File: src/rtl/sync_front_pkg.sv
// Constants, codes and types shared by the reference front end.
package sync_front_pkg;
  localparam int CLK_HZ = 50_000_000;
  localparam int CLK_PERIOD_NS = 20;
  localparam int DW = 13;
  localparam logic [DW-1:0] PER_8K = DW'(CLK_HZ / 8_000);
  localparam logic [DW-1:0] PER_1544K = DW'(CLK_HZ / 1_544_000);
  localparam logic [DW-1:0] PER_2048K = DW'(CLK_HZ / 2_048_000);
  localparam logic [1:0] FS_RSVD = 2'h0;
  localparam logic [1:0] FS_8K = 2'h1;
  localparam logic [1:0] FS_1544K = 2'h2;
  localparam logic [1:0] FS_2048K = 2'h3;
  localparam logic [1:0] MODE_NORMAL = 2'h0;
  localparam logic [1:0] MODE_HOLD = 2'h1;
  localparam logic [1:0] MODE_FREE = 2'h2;
  localparam logic [1:0] MODE_AUTO = 2'h3;
  localparam int CLEAR_MIN_NS = 300;
  localparam int CLEAR_CYC = (CLEAR_MIN_NS + CLK_PERIOD_NS - 1) / CLK_PERIOD_NS;
  localparam int SLEW_STEP_NS = 5;
  localparam int SLEW_WINDOW_NS = 125_000;
  localparam int SLEW_CYC = (SLEW_WINDOW_NS * CLK_PERIOD_NS / SLEW_STEP_NS) / CLK_PERIOD_NS;
  localparam int AW = 8;
  localparam logic [AW-1:0] REG_CTRL = 8'h00;
  localparam logic [AW-1:0] REG_STATUS = 8'h04;
  localparam logic [AW-1:0] REG_DELAY = 8'h08;
  localparam logic [AW-1:0] REG_MEAS = 8'h0C;
  localparam int CTRL_CLR_BIT = 0;
  localparam int ST_HOLD_BIT = 0;
  localparam int ST_SEC_BIT = 1;
  localparam int ST_FREE_BIT = 2;
  localparam int ST_SWITCH_BIT = 3;
  localparam int ST_CLEAR_BIT = 4;
  localparam int ST_FSERR_BIT = 5;
  localparam int ST_TIE_BIT = 6;
  localparam logic [1:0] RESP_OKAY = 2'h0;
  localparam logic [1:0] RESP_SLVERR = 2'h2;
  typedef enum logic [1:0] {ST_NORMAL, ST_HOLD, ST_SWITCH, ST_FREERUN} mode_e;
endpackage

File: src/rtl/delay_if.sv
// Link between the front end and its programmable delay line.
`timescale 1ns/10ps
interface delay_if;
  import sync_front_pkg::*;
  logic ref_fall;
  logic [DW-1:0] delay;
  logic virt_fall;
  modport ctl (output ref_fall, output delay, input virt_fall);
  modport line (input ref_fall, input delay, output virt_fall);
endinterface

File: src/rtl/ref_front.sv
// Reference selection, phase step absorption and delay clear for the DPLL front end.
`timescale 1ns/10ps
module ref_front #(
  parameter int SLEW_CYCLES = sync_front_pkg::SLEW_CYC
) (
  input wire logic aclk,
  input wire logic aresetn,
  input wire logic [sync_front_pkg::AW-1:0] s_axi_awaddr,
  input wire logic s_axi_awvalid,
  output logic s_axi_awready,
  input wire logic [31:0] s_axi_wdata,
  input wire logic [3:0] s_axi_wstrb,
  input wire logic s_axi_wvalid,
  output logic s_axi_wready,
  output logic [1:0] s_axi_bresp,
  output logic s_axi_bvalid,
  input wire logic s_axi_bready,
  input wire logic [sync_front_pkg::AW-1:0] s_axi_araddr,
  input wire logic s_axi_arvalid,
  output logic s_axi_arready,
  output logic [31:0] s_axi_rdata,
  output logic [1:0] s_axi_rresp,
  output logic s_axi_rvalid,
  input wire logic s_axi_rready,
  input wire logic device_reset_n,
  input wire logic primary_ref,
  input wire logic secondary_ref,
  input wire logic frame_pulse_8k,
  input wire logic mode_select_low,
  input wire logic mode_select_high,
  input wire logic source_choice,
  input wire logic freq_sel_hi,
  input wire logic freq_sel_lo,
  input wire logic guard_time_in,
  input wire logic delay_clear_n,
  input wire logic internal_tie_pin,
  input wire logic dpll_feedback,
  output logic virtual_edge,
  output logic holdover,
  output logic out_clock
);
  import sync_front_pkg::*;

  ////////////////////////////////////////////////////////////////////////////////
  // Core state.

  logic rst;
  assign rst = !aresetn || !device_reset_n;

  mode_e state_q, state_d;
  logic fp_q, fp_d;
  logic pri_q, pri_d;
  logic sec_q, sec_d;
  logic fb_q, fb_d;
  logic sel_sec_q, sel_sec_d;
  logic meas_run_q, meas_run_d;
  logic [DW-1:0] meas_q, meas_d;
  logic [DW-1:0] delay_q, delay_d;
  logic [DW-1:0] period_q, period_d;
  logic fs_err_q, fs_err_d;
  logic clearing_q, clearing_d;
  logic [4:0] clr_cnt_q, clr_cnt_d;
  logic [15:0] slew_cnt_q, slew_cnt_d;
  logic virt_q, virt_d;
  logic hold_q, hold_d;
  logic oclk_q, oclk_d;
  logic sw_clr;
  logic [DW:0] sum;
  logic [DW-1:0] half;

  delay_if dl ();

  delay_line u_delay_line (
    .aclk(aclk),
    .rst(rst),
    .dl(dl.line)
  );

  // Only the selected reference reaches the delay line, on its falling edge.
  assign dl.ref_fall = sel_sec_q ? (sec_q && !secondary_ref) : (pri_q && !primary_ref);
  assign dl.delay = delay_q;

  always_comb begin
    logic fp_rise;
    logic fb_fall;
    logic want_sec;
    logic [1:0] mode;
    logic clr_start;
    fp_rise = frame_pulse_8k && !fp_q;
    fb_fall = fb_q && !dpll_feedback;
    mode = {mode_select_high, mode_select_low};
    clr_start = 1'b0;
    // Automatic sequencing on loss inputs lives elsewhere; here it holds the primary.
    want_sec = (mode != MODE_AUTO) && source_choice;
    state_d = state_q;
    sel_sec_d = sel_sec_q;
    meas_run_d = meas_run_q;
    meas_d = meas_q;
    delay_d = delay_q;
    period_d = period_q;
    fs_err_d = fs_err_q;
    clearing_d = clearing_q;
    clr_cnt_d = clr_cnt_q;
    slew_cnt_d = slew_cnt_q;
    fp_d = frame_pulse_8k;
    pri_d = primary_ref;
    sec_d = secondary_ref;
    fb_d = dpll_feedback;
    // The edge that ends the count belongs to the offset, so the load matches the stored count.
    sum = {1'b0, delay_q} + {1'b0, meas_q} + {{DW{1'b0}}, 1'b1};
    half = period_q >> 1;

    if (fp_rise) begin
      case (mode)
        MODE_FREE: state_d = ST_FREERUN;
        MODE_HOLD: state_d = ST_HOLD;
        default: begin
          case (state_q)
            ST_NORMAL: begin
              if (want_sec != sel_sec_q) begin
                state_d = ST_SWITCH;
                sel_sec_d = want_sec;
                meas_run_d = 1'b0;
              end
            end
            ST_HOLD: begin
              sel_sec_d = want_sec;
              meas_run_d = 1'b0;
              state_d = guard_time_in ? ST_SWITCH : ST_NORMAL;
            end
            ST_FREERUN: begin
              sel_sec_d = want_sec;
              state_d = ST_NORMAL;
            end
            default: ;
          endcase
        end
      endcase
    end

    // Offset runs from the new reference edge to the next feedback edge.
    if (state_q == ST_SWITCH && state_d == ST_SWITCH) begin
      if (meas_run_q) begin
        meas_d = meas_q + DW'(1);
        if (fb_fall) begin
          meas_run_d = 1'b0;
          state_d = ST_NORMAL;
          if (sum >= {1'b0, period_q}) begin
            delay_d = DW'(sum - {1'b0, period_q});
          end else begin
            delay_d = sum[DW-1:0];
          end
        end
      end else if (dl.ref_fall) begin
        meas_run_d = 1'b1;
        meas_d = '0;
      end
    end

    if (!delay_clear_n) begin
      if (clr_cnt_q != 5'(CLEAR_CYC)) begin
        clr_cnt_d = clr_cnt_q + 5'h01;
      end
      if (clr_cnt_q == 5'(CLEAR_CYC - 1)) begin
        clearing_d = 1'b1;
        clr_start = 1'b1;
        slew_cnt_d = '0;
      end
    end else begin
      clr_cnt_d = '0;
    end
    if (sw_clr) begin
      clearing_d = 1'b1;
      clr_start = 1'b1;
      slew_cnt_d = '0;
    end

    // Walking the delay back one cycle at a time keeps the DPLL inside its slope limit.
    // A new clear request wins over the end of a walk that falls in the same cycle.
    if (clearing_q && !clr_start) begin
      if (delay_q == '0) begin
        clearing_d = 1'b0;
      end else if (slew_cnt_q == 16'(SLEW_CYCLES - 1)) begin
        slew_cnt_d = '0;
        if (delay_q > half) begin
          delay_d = (delay_q + DW'(1) >= period_q) ? '0 : delay_q + DW'(1);
        end else begin
          delay_d = delay_q - DW'(1);
        end
      end else begin
        slew_cnt_d = slew_cnt_q + 16'h0001;
      end
    end

    virt_d = dl.virt_fall && (state_q == ST_NORMAL);
    hold_d = (state_d == ST_HOLD) || (state_d == ST_SWITCH);
    oclk_d = dpll_feedback;

    if (rst) begin
      // Frequency selection is caught while the device is held in reset.
      case ({freq_sel_hi, freq_sel_lo})
        FS_1544K: period_d = PER_1544K;
        FS_2048K: period_d = PER_2048K;
        default: period_d = PER_8K;
      endcase
      fs_err_d = ({freq_sel_hi, freq_sel_lo} == FS_RSVD);
    end
  end

  always_ff @(posedge aclk) begin
    if (rst) begin
      state_q <= ST_NORMAL;
      sel_sec_q <= 1'b0;
      meas_run_q <= 1'b0;
      meas_q <= '0;
      delay_q <= '0;
      clearing_q <= 1'b0;
      clr_cnt_q <= '0;
      slew_cnt_q <= '0;
      fp_q <= 1'b0;
      pri_q <= 1'b0;
      sec_q <= 1'b0;
      fb_q <= 1'b0;
      virt_q <= 1'b0;
      hold_q <= 1'b0;
      oclk_q <= 1'b1;
    end else begin
      state_q <= state_d;
      sel_sec_q <= sel_sec_d;
      meas_run_q <= meas_run_d;
      meas_q <= meas_d;
      delay_q <= delay_d;
      clearing_q <= clearing_d;
      clr_cnt_q <= clr_cnt_d;
      slew_cnt_q <= slew_cnt_d;
      fp_q <= fp_d;
      pri_q <= pri_d;
      sec_q <= sec_d;
      fb_q <= fb_d;
      virt_q <= virt_d;
      hold_q <= hold_d;
      oclk_q <= oclk_d;
    end
  end

  always_ff @(posedge aclk) begin
    if (!aresetn) begin
      period_q <= PER_8K;
      fs_err_q <= 1'b0;
    end else begin
      period_q <= period_d;
      fs_err_q <= fs_err_d;
    end
  end

  assign virtual_edge = virt_q;
  assign holdover = hold_q;
  assign out_clock = oclk_q;

  ////////////////////////////////////////////////////////////////////////////////
  // Register bus slave.

  logic aw_have_q, aw_have_d;
  logic [AW-1:0] aw_addr_q, aw_addr_d;
  logic w_have_q, w_have_d;
  logic [31:0] w_data_q, w_data_d;
  logic w_strb0_q, w_strb0_d;
  logic awready_q, awready_d;
  logic wready_q, wready_d;
  logic bvalid_q, bvalid_d;
  logic [1:0] bresp_q, bresp_d;
  logic arready_q, arready_d;
  logic rvalid_q, rvalid_d;
  logic [1:0] rresp_q, rresp_d;
  logic [31:0] rdata_q, rdata_d;
  logic sw_clr_q, sw_clr_d;
  logic [31:0] status;

  assign sw_clr = sw_clr_q;

  always_comb begin
    status = '0;
    status[ST_HOLD_BIT] = hold_q;
    status[ST_SEC_BIT] = sel_sec_q;
    status[ST_FREE_BIT] = (state_q == ST_FREERUN);
    status[ST_SWITCH_BIT] = (state_q == ST_SWITCH);
    status[ST_CLEAR_BIT] = clearing_q;
    status[ST_FSERR_BIT] = fs_err_q;
    status[ST_TIE_BIT] = internal_tie_pin;
    aw_have_d = aw_have_q;
    aw_addr_d = aw_addr_q;
    w_have_d = w_have_q;
    w_data_d = w_data_q;
    w_strb0_d = w_strb0_q;
    bvalid_d = bvalid_q;
    bresp_d = bresp_q;
    rvalid_d = rvalid_q;
    rresp_d = rresp_q;
    rdata_d = rdata_q;
    sw_clr_d = 1'b0;
    if (s_axi_awvalid && awready_q) begin
      aw_have_d = 1'b1;
      aw_addr_d = s_axi_awaddr;
    end
    if (s_axi_wvalid && wready_q) begin
      w_have_d = 1'b1;
      w_data_d = s_axi_wdata;
      w_strb0_d = s_axi_wstrb[0];
    end
    if (bvalid_q && s_axi_bready) begin
      bvalid_d = 1'b0;
    end
    if (aw_have_q && w_have_q && !bvalid_q) begin
      aw_have_d = 1'b0;
      w_have_d = 1'b0;
      bvalid_d = 1'b1;
      bresp_d = RESP_OKAY;
      case (aw_addr_q)
        REG_CTRL: sw_clr_d = w_strb0_q && w_data_q[CTRL_CLR_BIT];
        REG_STATUS, REG_DELAY, REG_MEAS: ;
        default: bresp_d = RESP_SLVERR;
      endcase
    end
    if (rvalid_q && s_axi_rready) begin
      rvalid_d = 1'b0;
    end
    if (s_axi_arvalid && arready_q) begin
      rvalid_d = 1'b1;
      rresp_d = RESP_OKAY;
      case (s_axi_araddr)
        REG_CTRL: rdata_d = '0;
        REG_STATUS: rdata_d = status;
        REG_DELAY: rdata_d = 32'(delay_q);
        REG_MEAS: rdata_d = 32'(meas_q);
        default: begin
          rdata_d = '0;
          rresp_d = RESP_SLVERR;
        end
      endcase
    end
    awready_d = !aw_have_d;
    wready_d = !w_have_d;
    arready_d = !rvalid_d;
  end

  always_ff @(posedge aclk) begin
    if (!aresetn) begin
      aw_have_q <= 1'b0;
      aw_addr_q <= '0;
      w_have_q <= 1'b0;
      w_data_q <= '0;
      w_strb0_q <= 1'b0;
      awready_q <= 1'b0;
      wready_q <= 1'b0;
      bvalid_q <= 1'b0;
      bresp_q <= RESP_OKAY;
      arready_q <= 1'b0;
      rvalid_q <= 1'b0;
      rresp_q <= RESP_OKAY;
      rdata_q <= '0;
      sw_clr_q <= 1'b0;
    end else begin
      aw_have_q <= aw_have_d;
      aw_addr_q <= aw_addr_d;
      w_have_q <= w_have_d;
      w_data_q <= w_data_d;
      w_strb0_q <= w_strb0_d;
      awready_q <= awready_d;
      wready_q <= wready_d;
      bvalid_q <= bvalid_d;
      bresp_q <= bresp_d;
      arready_q <= arready_d;
      rvalid_q <= rvalid_d;
      rresp_q <= rresp_d;
      rdata_q <= rdata_d;
      sw_clr_q <= sw_clr_d;
    end
  end

  assign s_axi_awready = awready_q;
  assign s_axi_wready = wready_q;
  assign s_axi_bvalid = bvalid_q;
  assign s_axi_bresp = bresp_q;
  assign s_axi_arready = arready_q;
  assign s_axi_rvalid = rvalid_q;
  assign s_axi_rresp = rresp_q;
  assign s_axi_rdata = rdata_q;
endmodule

File: src/rtl/delay_line.sv
// Programmable delay that re-times reference falling edges.
`timescale 1ns/10ps
module delay_line (
  input wire logic aclk,
  input wire logic rst,
  delay_if.line dl
);
  import sync_front_pkg::*;

  logic [DW-1:0] cnt_q, cnt_d;
  logic busy_q, busy_d;
  logic fire_q, fire_d;

  // The delay stays below one reference period, so one pending edge is enough.
  always_comb begin
    cnt_d = cnt_q;
    busy_d = busy_q;
    fire_d = 1'b0;
    if (busy_q) begin
      if (cnt_q <= DW'(1)) begin
        busy_d = 1'b0;
        fire_d = 1'b1;
      end else begin
        cnt_d = cnt_q - DW'(1);
      end
    end
    if (dl.ref_fall) begin
      if (dl.delay == '0) begin
        fire_d = 1'b1;
        busy_d = 1'b0;
      end else begin
        cnt_d = dl.delay;
        busy_d = 1'b1;
      end
    end
    // Two fires a cycle apart are one edge carried across the period wrap while the delay
    // slews upward; dropping the second keeps the virtual reference step to one cycle.
    if (fire_q) begin
      fire_d = 1'b0;
    end
  end

  always_ff @(posedge aclk) begin
    if (rst) begin
      cnt_q <= '0;
      busy_q <= 1'b0;
      fire_q <= 1'b0;
    end else begin
      cnt_q <= cnt_d;
      busy_q <= busy_d;
      fire_q <= fire_d;
    end
  end

  assign dl.virt_fall = fire_q;
endmodule

File: config.mk
export PLATFORM = sky130hd
export DESIGN_NAME = ref_front
export DESIGN_NICKNAME = d
export VERILOG_FILES = /design/src/rtl/sync_front_pkg.sv /design/src/rtl/delay_if.sv /design/src/rtl/ref_front.sv /design/src/rtl/delay_line.sv
export SDC_FILE = /design/constraint.sdc
export NUM_CORES = 1
export LEC_CHECK = 0
export BUFFER_PORTS_ARGS = -buffer_cell sky130_fd_sc_hd__buf_2
export CAP_MARGIN = 20
export CORE_AREA = 2 2 115 117
export DETAILED_ROUTE_END_ITERATION = 8
export DIE_AREA = 0 0 117 119
export HOLD_SLACK_MARGIN = 0.15
export PLACE_DENSITY = 0.81
export SKIP_LAST_GASP = 1
export SYNTH_ARGS = -nofsm -noshare
export SYNTH_HDL_FRONTEND = slang
export SYNTH_SLANG_ARGS = --single-unit
export TNS_END_PERCENT = 100
File: constraint.sdc
create_clock -name aclk -period 5.3 [get_ports aclk]
set_input_delay 0.795 -clock aclk [delete_from_list [all_inputs] [get_ports aclk]]
set_output_delay 0.795 -clock aclk [all_outputs]
set_load 0.02 [all_outputs]
**Word level (Yosys, flattened, before mapping)**

Index checks and enable logic that the tools add are counted.
Widths: inputs -> output; s select.

- Register bits: 142
- Output and inout port bits: 44
- Bits of input ports: 72
- Logic and storage cells: 184

- Muxes and demuxes: 68
- Bitwise logic cells: 1
- Order comparisons: 4
- Add/sub/neg operators: 9
- Reduce and logical (&&, ||, !) cells: 46
- Equal/unequal tests: 22

Operators by type and width:

| operator | count |
|---|---|
| $mux 13 | 15 |
| $mux 16 | 6 |
| $pmux 13 s3 | 1 |
| $mux 1 | 33 |
| $eq 8x4->1 const B | 4 |
| $add 13x1->13 const B | 2 |
| $pmux 13 s2 | 1 |
| $sub 13x1->13 const B | 2 |
| $add 16x1->16 const B | 1 |
| $eq 16x15->1 const B | 1 |
| $eq 8x3->1 const B | 2 |
| $logic_and 1x1->1 | 16 |
| $logic_not 8->1 | 2 |
| $mux 2 | 8 |
| $add 13x13->14 | 1 |
| $add 14x1->14 const B | 1 |
| $eq 2x2->1 const B | 7 |
| $ge 14x13->1 | 1 |
| $ge 13x13->1 | 1 |
| $gt 13x12->1 | 1 |
| $le 13x1->1 const B | 1 |
| $logic_not 13->1 | 1 |
| $sub 13x13->13 | 1 |
| $logic_not 1->1 | 11 |
| 18 further kinds | 30 |

**Logic depth before layout (Yosys ltp)**

- Depth in word-level cells: 13
- Gate-level depth with buffers: 21
- Mapped depth without buffers: 20

**Modules after synthesis**

From an unflattened synthesis, not the netlist that was laid out.

- Cells, all modules: 931
- Area total of the unflattened synthesis: 7499.7 um2

By module, submodules not included:

| module | sequential area each (um2) | instances | cells an instance | area an instance (um2) |
|---|---|---|---|---|
| ref_front | 1941.9 | 1 | 822 | 6545.0 |
| delay_line | 300.3 | 1 | 109 | 954.7 |

**Worst setup path before layout**

No wires, ideal clock.

- Kind: reg-to-reg
- From: reg delay_q[0]
- To: reg delay_q[9]
- Setup time: 0.074 ns
- Cell stages (with the launch flop): 21
- Setup slack: 1.042 ns
- Path buffers: 0
- Period minus slack after synthesis: 4.258 ns
- Data arrival time: 4.184 ns
- Data required time: 5.226 ns
- Cells stage by stage: dfxtp_1 -> inv_1 -> ha_1 -> inv_1 -> fa_1 -> a211oi_1 -> o21ai_1 -> a21bo_2 -> a21oi_1 -> nor4_1 -> nor3_1 -> inv_1 -> ha_1 -> and2_1 -> and3_1 -> and3_1 -> nand3_1 -> nor4_1 -> a211oi_4 -> or4_1 -> a31oi_1

- Longest elaborated chain between the ends: 10
- Elaborated cells between the ends (all ways): 18
- Those cells by class: add/sub: 5; order compare: 3; mux: 9; reduce/logical: 1

RTL lines:

| what | RTL line | RTL |
|---|---|---|
| start, declared | ref_front.sv:58 | `logic [DW-1:0] delay_q, delay_d;` |
| start signal, assigned | ref_front.sv:232 | `delay_q <= delay_d;` |
| $add 13x13->14 | ref_front.sv:110 | `sum = {1'b0, delay_q} + {1'b0, meas_q} + {{DW{1'b0}}, 1'b1};` |
| $add 14x1->14 | ref_front.sv:110 |  |
| $sub 13x13->13 or $ge 14x13->1 (tied branches) | ref_front.sv:149, ref_front.sv:148 |  |
| $mux 13 | ref_front.sv:148 | `if (sum >= {1'b0, period_q}) begin` |
| $mux 13 | ref_front.sv:145 | `if (fb_fall) begin` |
| $mux 13 | ref_front.sv:143 | `if (meas_run_q) begin` |
| $mux 13 | ref_front.sv:142 | `if (state_q == ST_SWITCH && state_d == ST_SWITCH) begin` |
| $mux 13 | ref_front.sv:183 | `end else if (slew_cnt_q == 16'(SLEW_CYCLES - 1)) begin` |
| $mux 13 | ref_front.sv:181 | `if (delay_q == '0) begin` |
| $mux 13 * | ref_front.sv:180 | `if (clearing_q && !clr_start) begin` |

Mark *: on every way between the ends. The rest lies on a longest branch, timed or not.
A chain may end at the register's enable or synchronous reset.

**Worst setup path in the final report**

- From: reg delay_q[0]
- To: reg delay_q[5]

The elaborated chain is that of the path after synthesis.

==> flow_summary.toml <==
[sta]
slew_headroom = 0.354
period_share = 0.916
setup_tns_ns = 0
setup_viol = 0
tightest_slew_ns = 0.967
min_period_ns = 4.85
slew_viol_final = 0
final_hold_viol_count = 0
skew_ns = 0.00835
fmax_ghz = 0.206
rsz0062_at_grt = "false"

[critical_path]
startpoint_type = "flip-flop"
worst-path-buf-inv = 3
worstPathCellList = "inv_1, ha_1, inv_1, fa_1, a211oi_1, o21ai_1, a21bo_2, a21oi_1, nor4_1, nor3_1, inv_1, ha_1, and2_1, and3_1, and3_1, nand3_1, nor4_1, a211oi_4, mux2i_1, a2111oi_2"
cp_max_fo = 19
crit_arrival_ns = 5.11
critical-path-top-delay-family = "compound AO/OA/AOI/OAI gates"
worstSetupEndpointType = "flip-flop"
crit_top_cell = "inv_1"
slowest_stage = "a211oi_4"
cp_slowest_stage_delay_ns = 0.72
cp.required_ns = 5.56
crit_type = "reg2reg"

[pwr]
power.leakage_uw = 0.00333
p_switching_uw = 417
ir_drop_mv = 0.181
power.density_nw_per_um2 = 209
total_power_uw = 1650
intPower_uw = 1230
p_clk_frac = 0.406
seqPwrFrac = 0.524
swShare = 0.252
p_comb_frac = 0.070

[synth]
netlist_area_um2 = 7240
synth_top_family_by_area = "simple AND/OR/NAND/NOR gates"
synth_fa_ha_area_frac = 0.0823
synth_cell_types = 72
synth_compound_gate_area_share = 0.213
synth_xor_area_frac = 0.0627
synth_edf_count = 0
synth_simple_gate_area_frac = 0.247
yosysWarnings = 0
ys_seq_area_frac = 0.310
syn_avg_cell_area_um2 = 7.68
synth_ff_type = "dfxtp_1"
synth_mux_area_frac = 0.0211
synthArstFlopShare = 0
synth-seq-cells = 112
syn_inst = 942

[global_route]
grt_pass1_wl_mm = 28.9
grt_overflow = 0
grt_pass1_vias = 6096
grt_max_degree = 34
globalRouteTotalUtil = 0.256
antenna_found_initial = 0

[placement]
dp.cells = 1148
dp_hpwl_mm = 12.5
io_buffers = 60
place.gp.congestion = 0.906

[routing]
drt-initial-drc-count = 462
vias = 6793
antenna_left = 0
drt_first_pass_iters = 5
routed_wl_mm = 17.2
drcViolationCount = 0
routedWlPerCell_um = 14.8
avgViaCountPerCell = 5.83

[cts]
clock-sinks = 112
clk_latency_ns = 0.36
clkTransAtPathRegs_ns = 0.07
cts_hold_buf = 0
cts-resized-gates = 0
cts_setup_buffers = 0
cts_buffers = 9
cts_tree = "built"
clock_path_buffers = 2
root_buffer = "clkbuf_16"
h-tree-depth = 3

[layout]
finalNetCount = 1103
fin_cells = 1165
area_growth_syn_to_layout_pct = 9.30
drive_gt1_frac = 0.109
antennaDiodeCount = 0

[floorplanning]
die_width_um = 117
core_area_um2 = 12900
ios = 116
die_h_um = 119
dieArea_um2 = 13900
start_util = 0.562
num_rows = 42

[job]
cap_violations = 0

[status]
run_status = "complete, no violations"

[min_path]
hp-class = "reg2reg"
[power groups by stage]
stage | combinational (µW) | sequential, µW | clock [µW]
after floorplan | 87.7 | 886 | 0
after CTS | 116 | 865 | 681
after global placement | 113 | 884 | 0
after global routing | 130 | 867 | 711
final | 116 | 865 | 670
after detailed placement | 115 | 885 | 0
[synthesized netlist by cell type (3+ instances only)]
master    instances  area (µm²)
buf_4            22         165
xor2_1           18         158
or2_2             5        31.3
mux2i_1          13         130
nor3b_1           5        37.5
nand2_1          85         319
o21ai_0          57         285
nand3_1          30         150
or4_1             6        45.0
a211oi_1          9        67.6
nor2b_1          11        68.8
a21boi_0          3        22.5
o21a_1            4        30.0
a211o_1           4        35.0
buf_1             3        11.3
o211a_1           3        30.0
nand2b_1          8        50.1
a41oi_1           3        26.3
or3_1            12        75.1
a21o_1            8        60.1
nand4_1           8        50.1
ha_1             46         576
a22oi_1           7        52.6
and2_1            7        43.8
nor3_1           32         160
dfxtp_1         112        2240
nor2_1          115         432
o211ai_1         10        75.1
a21oi_1          85         425
a31oi_1          15        93.8
o31ai_1           4        30.0
inv_1            37         139
a221oi_1          3        26.3
and3_1           22         138
xnor2_1          32         280
clkbuf_1         38         143
nor4_1           15        93.8
[area by class of cell]
class	instances	area, µm²
clock buffer	11	243
clock inverter	5	48.8
fill	1186	4960
inverter	37	139
multi-input combinational	749	4610
sequential	112	2240
tap	176	220
timing repair buffer	75	410
[layer usage]
layer	GRT usage	share of wire	vias up
li1	-	-	3411
met1	0.354	0.45	3131
met2	0.411	0.47	222
met3	0.0290	0.056	29
met4	0.0890	0.021	0
met5	0	0	-
[path summary, 6_finish.rpt]
path	end	slack, ns	from	cells after the start
worst max-delay path	delay_q[5]	0.45	delay_q[0]	20
worst min-delay path	u_delay_line.dl.virt_fall	0.41	u_delay_line.dl.virt_fall	1
worst max register to register	delay_q[5]	0.45	delay_q[0]	20
worst min register to register	u_delay_line.dl.virt_fall	0.41	u_delay_line.dl.virt_fall	1
[logic make-up after synthesis]
kind of cell,after synthesis
XOR/XNOR,51
adder cells (fa/ha/maj),47
multiplexers,15
flip-flops,112
AND/OR/NAND/NOR,371
AO/OA/AOI/OAI,244
other,1
buffers and inverters,101
[stage by stage]
step                utilization  instance area (µm²)  setup WS [ns]  hold WS (ns)
global route              0.614                 7910          0.195         0.425
floorplan                     -                 7310           1.04         0.393
detailed placement        0.591                 7610          0.509         0.406
global placement          0.591                 7610          0.598         0.405
CTS                       0.614                 7910          0.470         0.418
finish                    0.614                 7910          0.447         0.415
[placed cells by master (no fill, tap or decap), drive strengths merged, types with 10 or more instances in the layout]
cell and count:
a211oi 10, a21oi 85, a31oi 15, and3 23
buf 75, clkbuf 11, conb 21, dfxtp 112
ha 46, inv 39, mux2i 13, nand2 85
nand3 30, nor2 115, nor2b 11, nor3 32
nor4 15, o211ai 10, o21ai 59, or3 12
xnor2 33, xor2 18
[registers in the layout (all words and copies together) (netlist names), 2 cells and up]
| register | flops |
|---|---|
| aw_addr_q | 8 |
| slew_cnt_q | 16 |
| clr_cnt_q | 5 |
| period_q | 4 |
| meas_q | 13 |
| u_delay_line.cnt_q | 13 |
| state_q | 2 |
| delay_q | 13 |
| s_axi_rdata | 13 |
No activity file was read; power rests on OpenSTA's default activity.
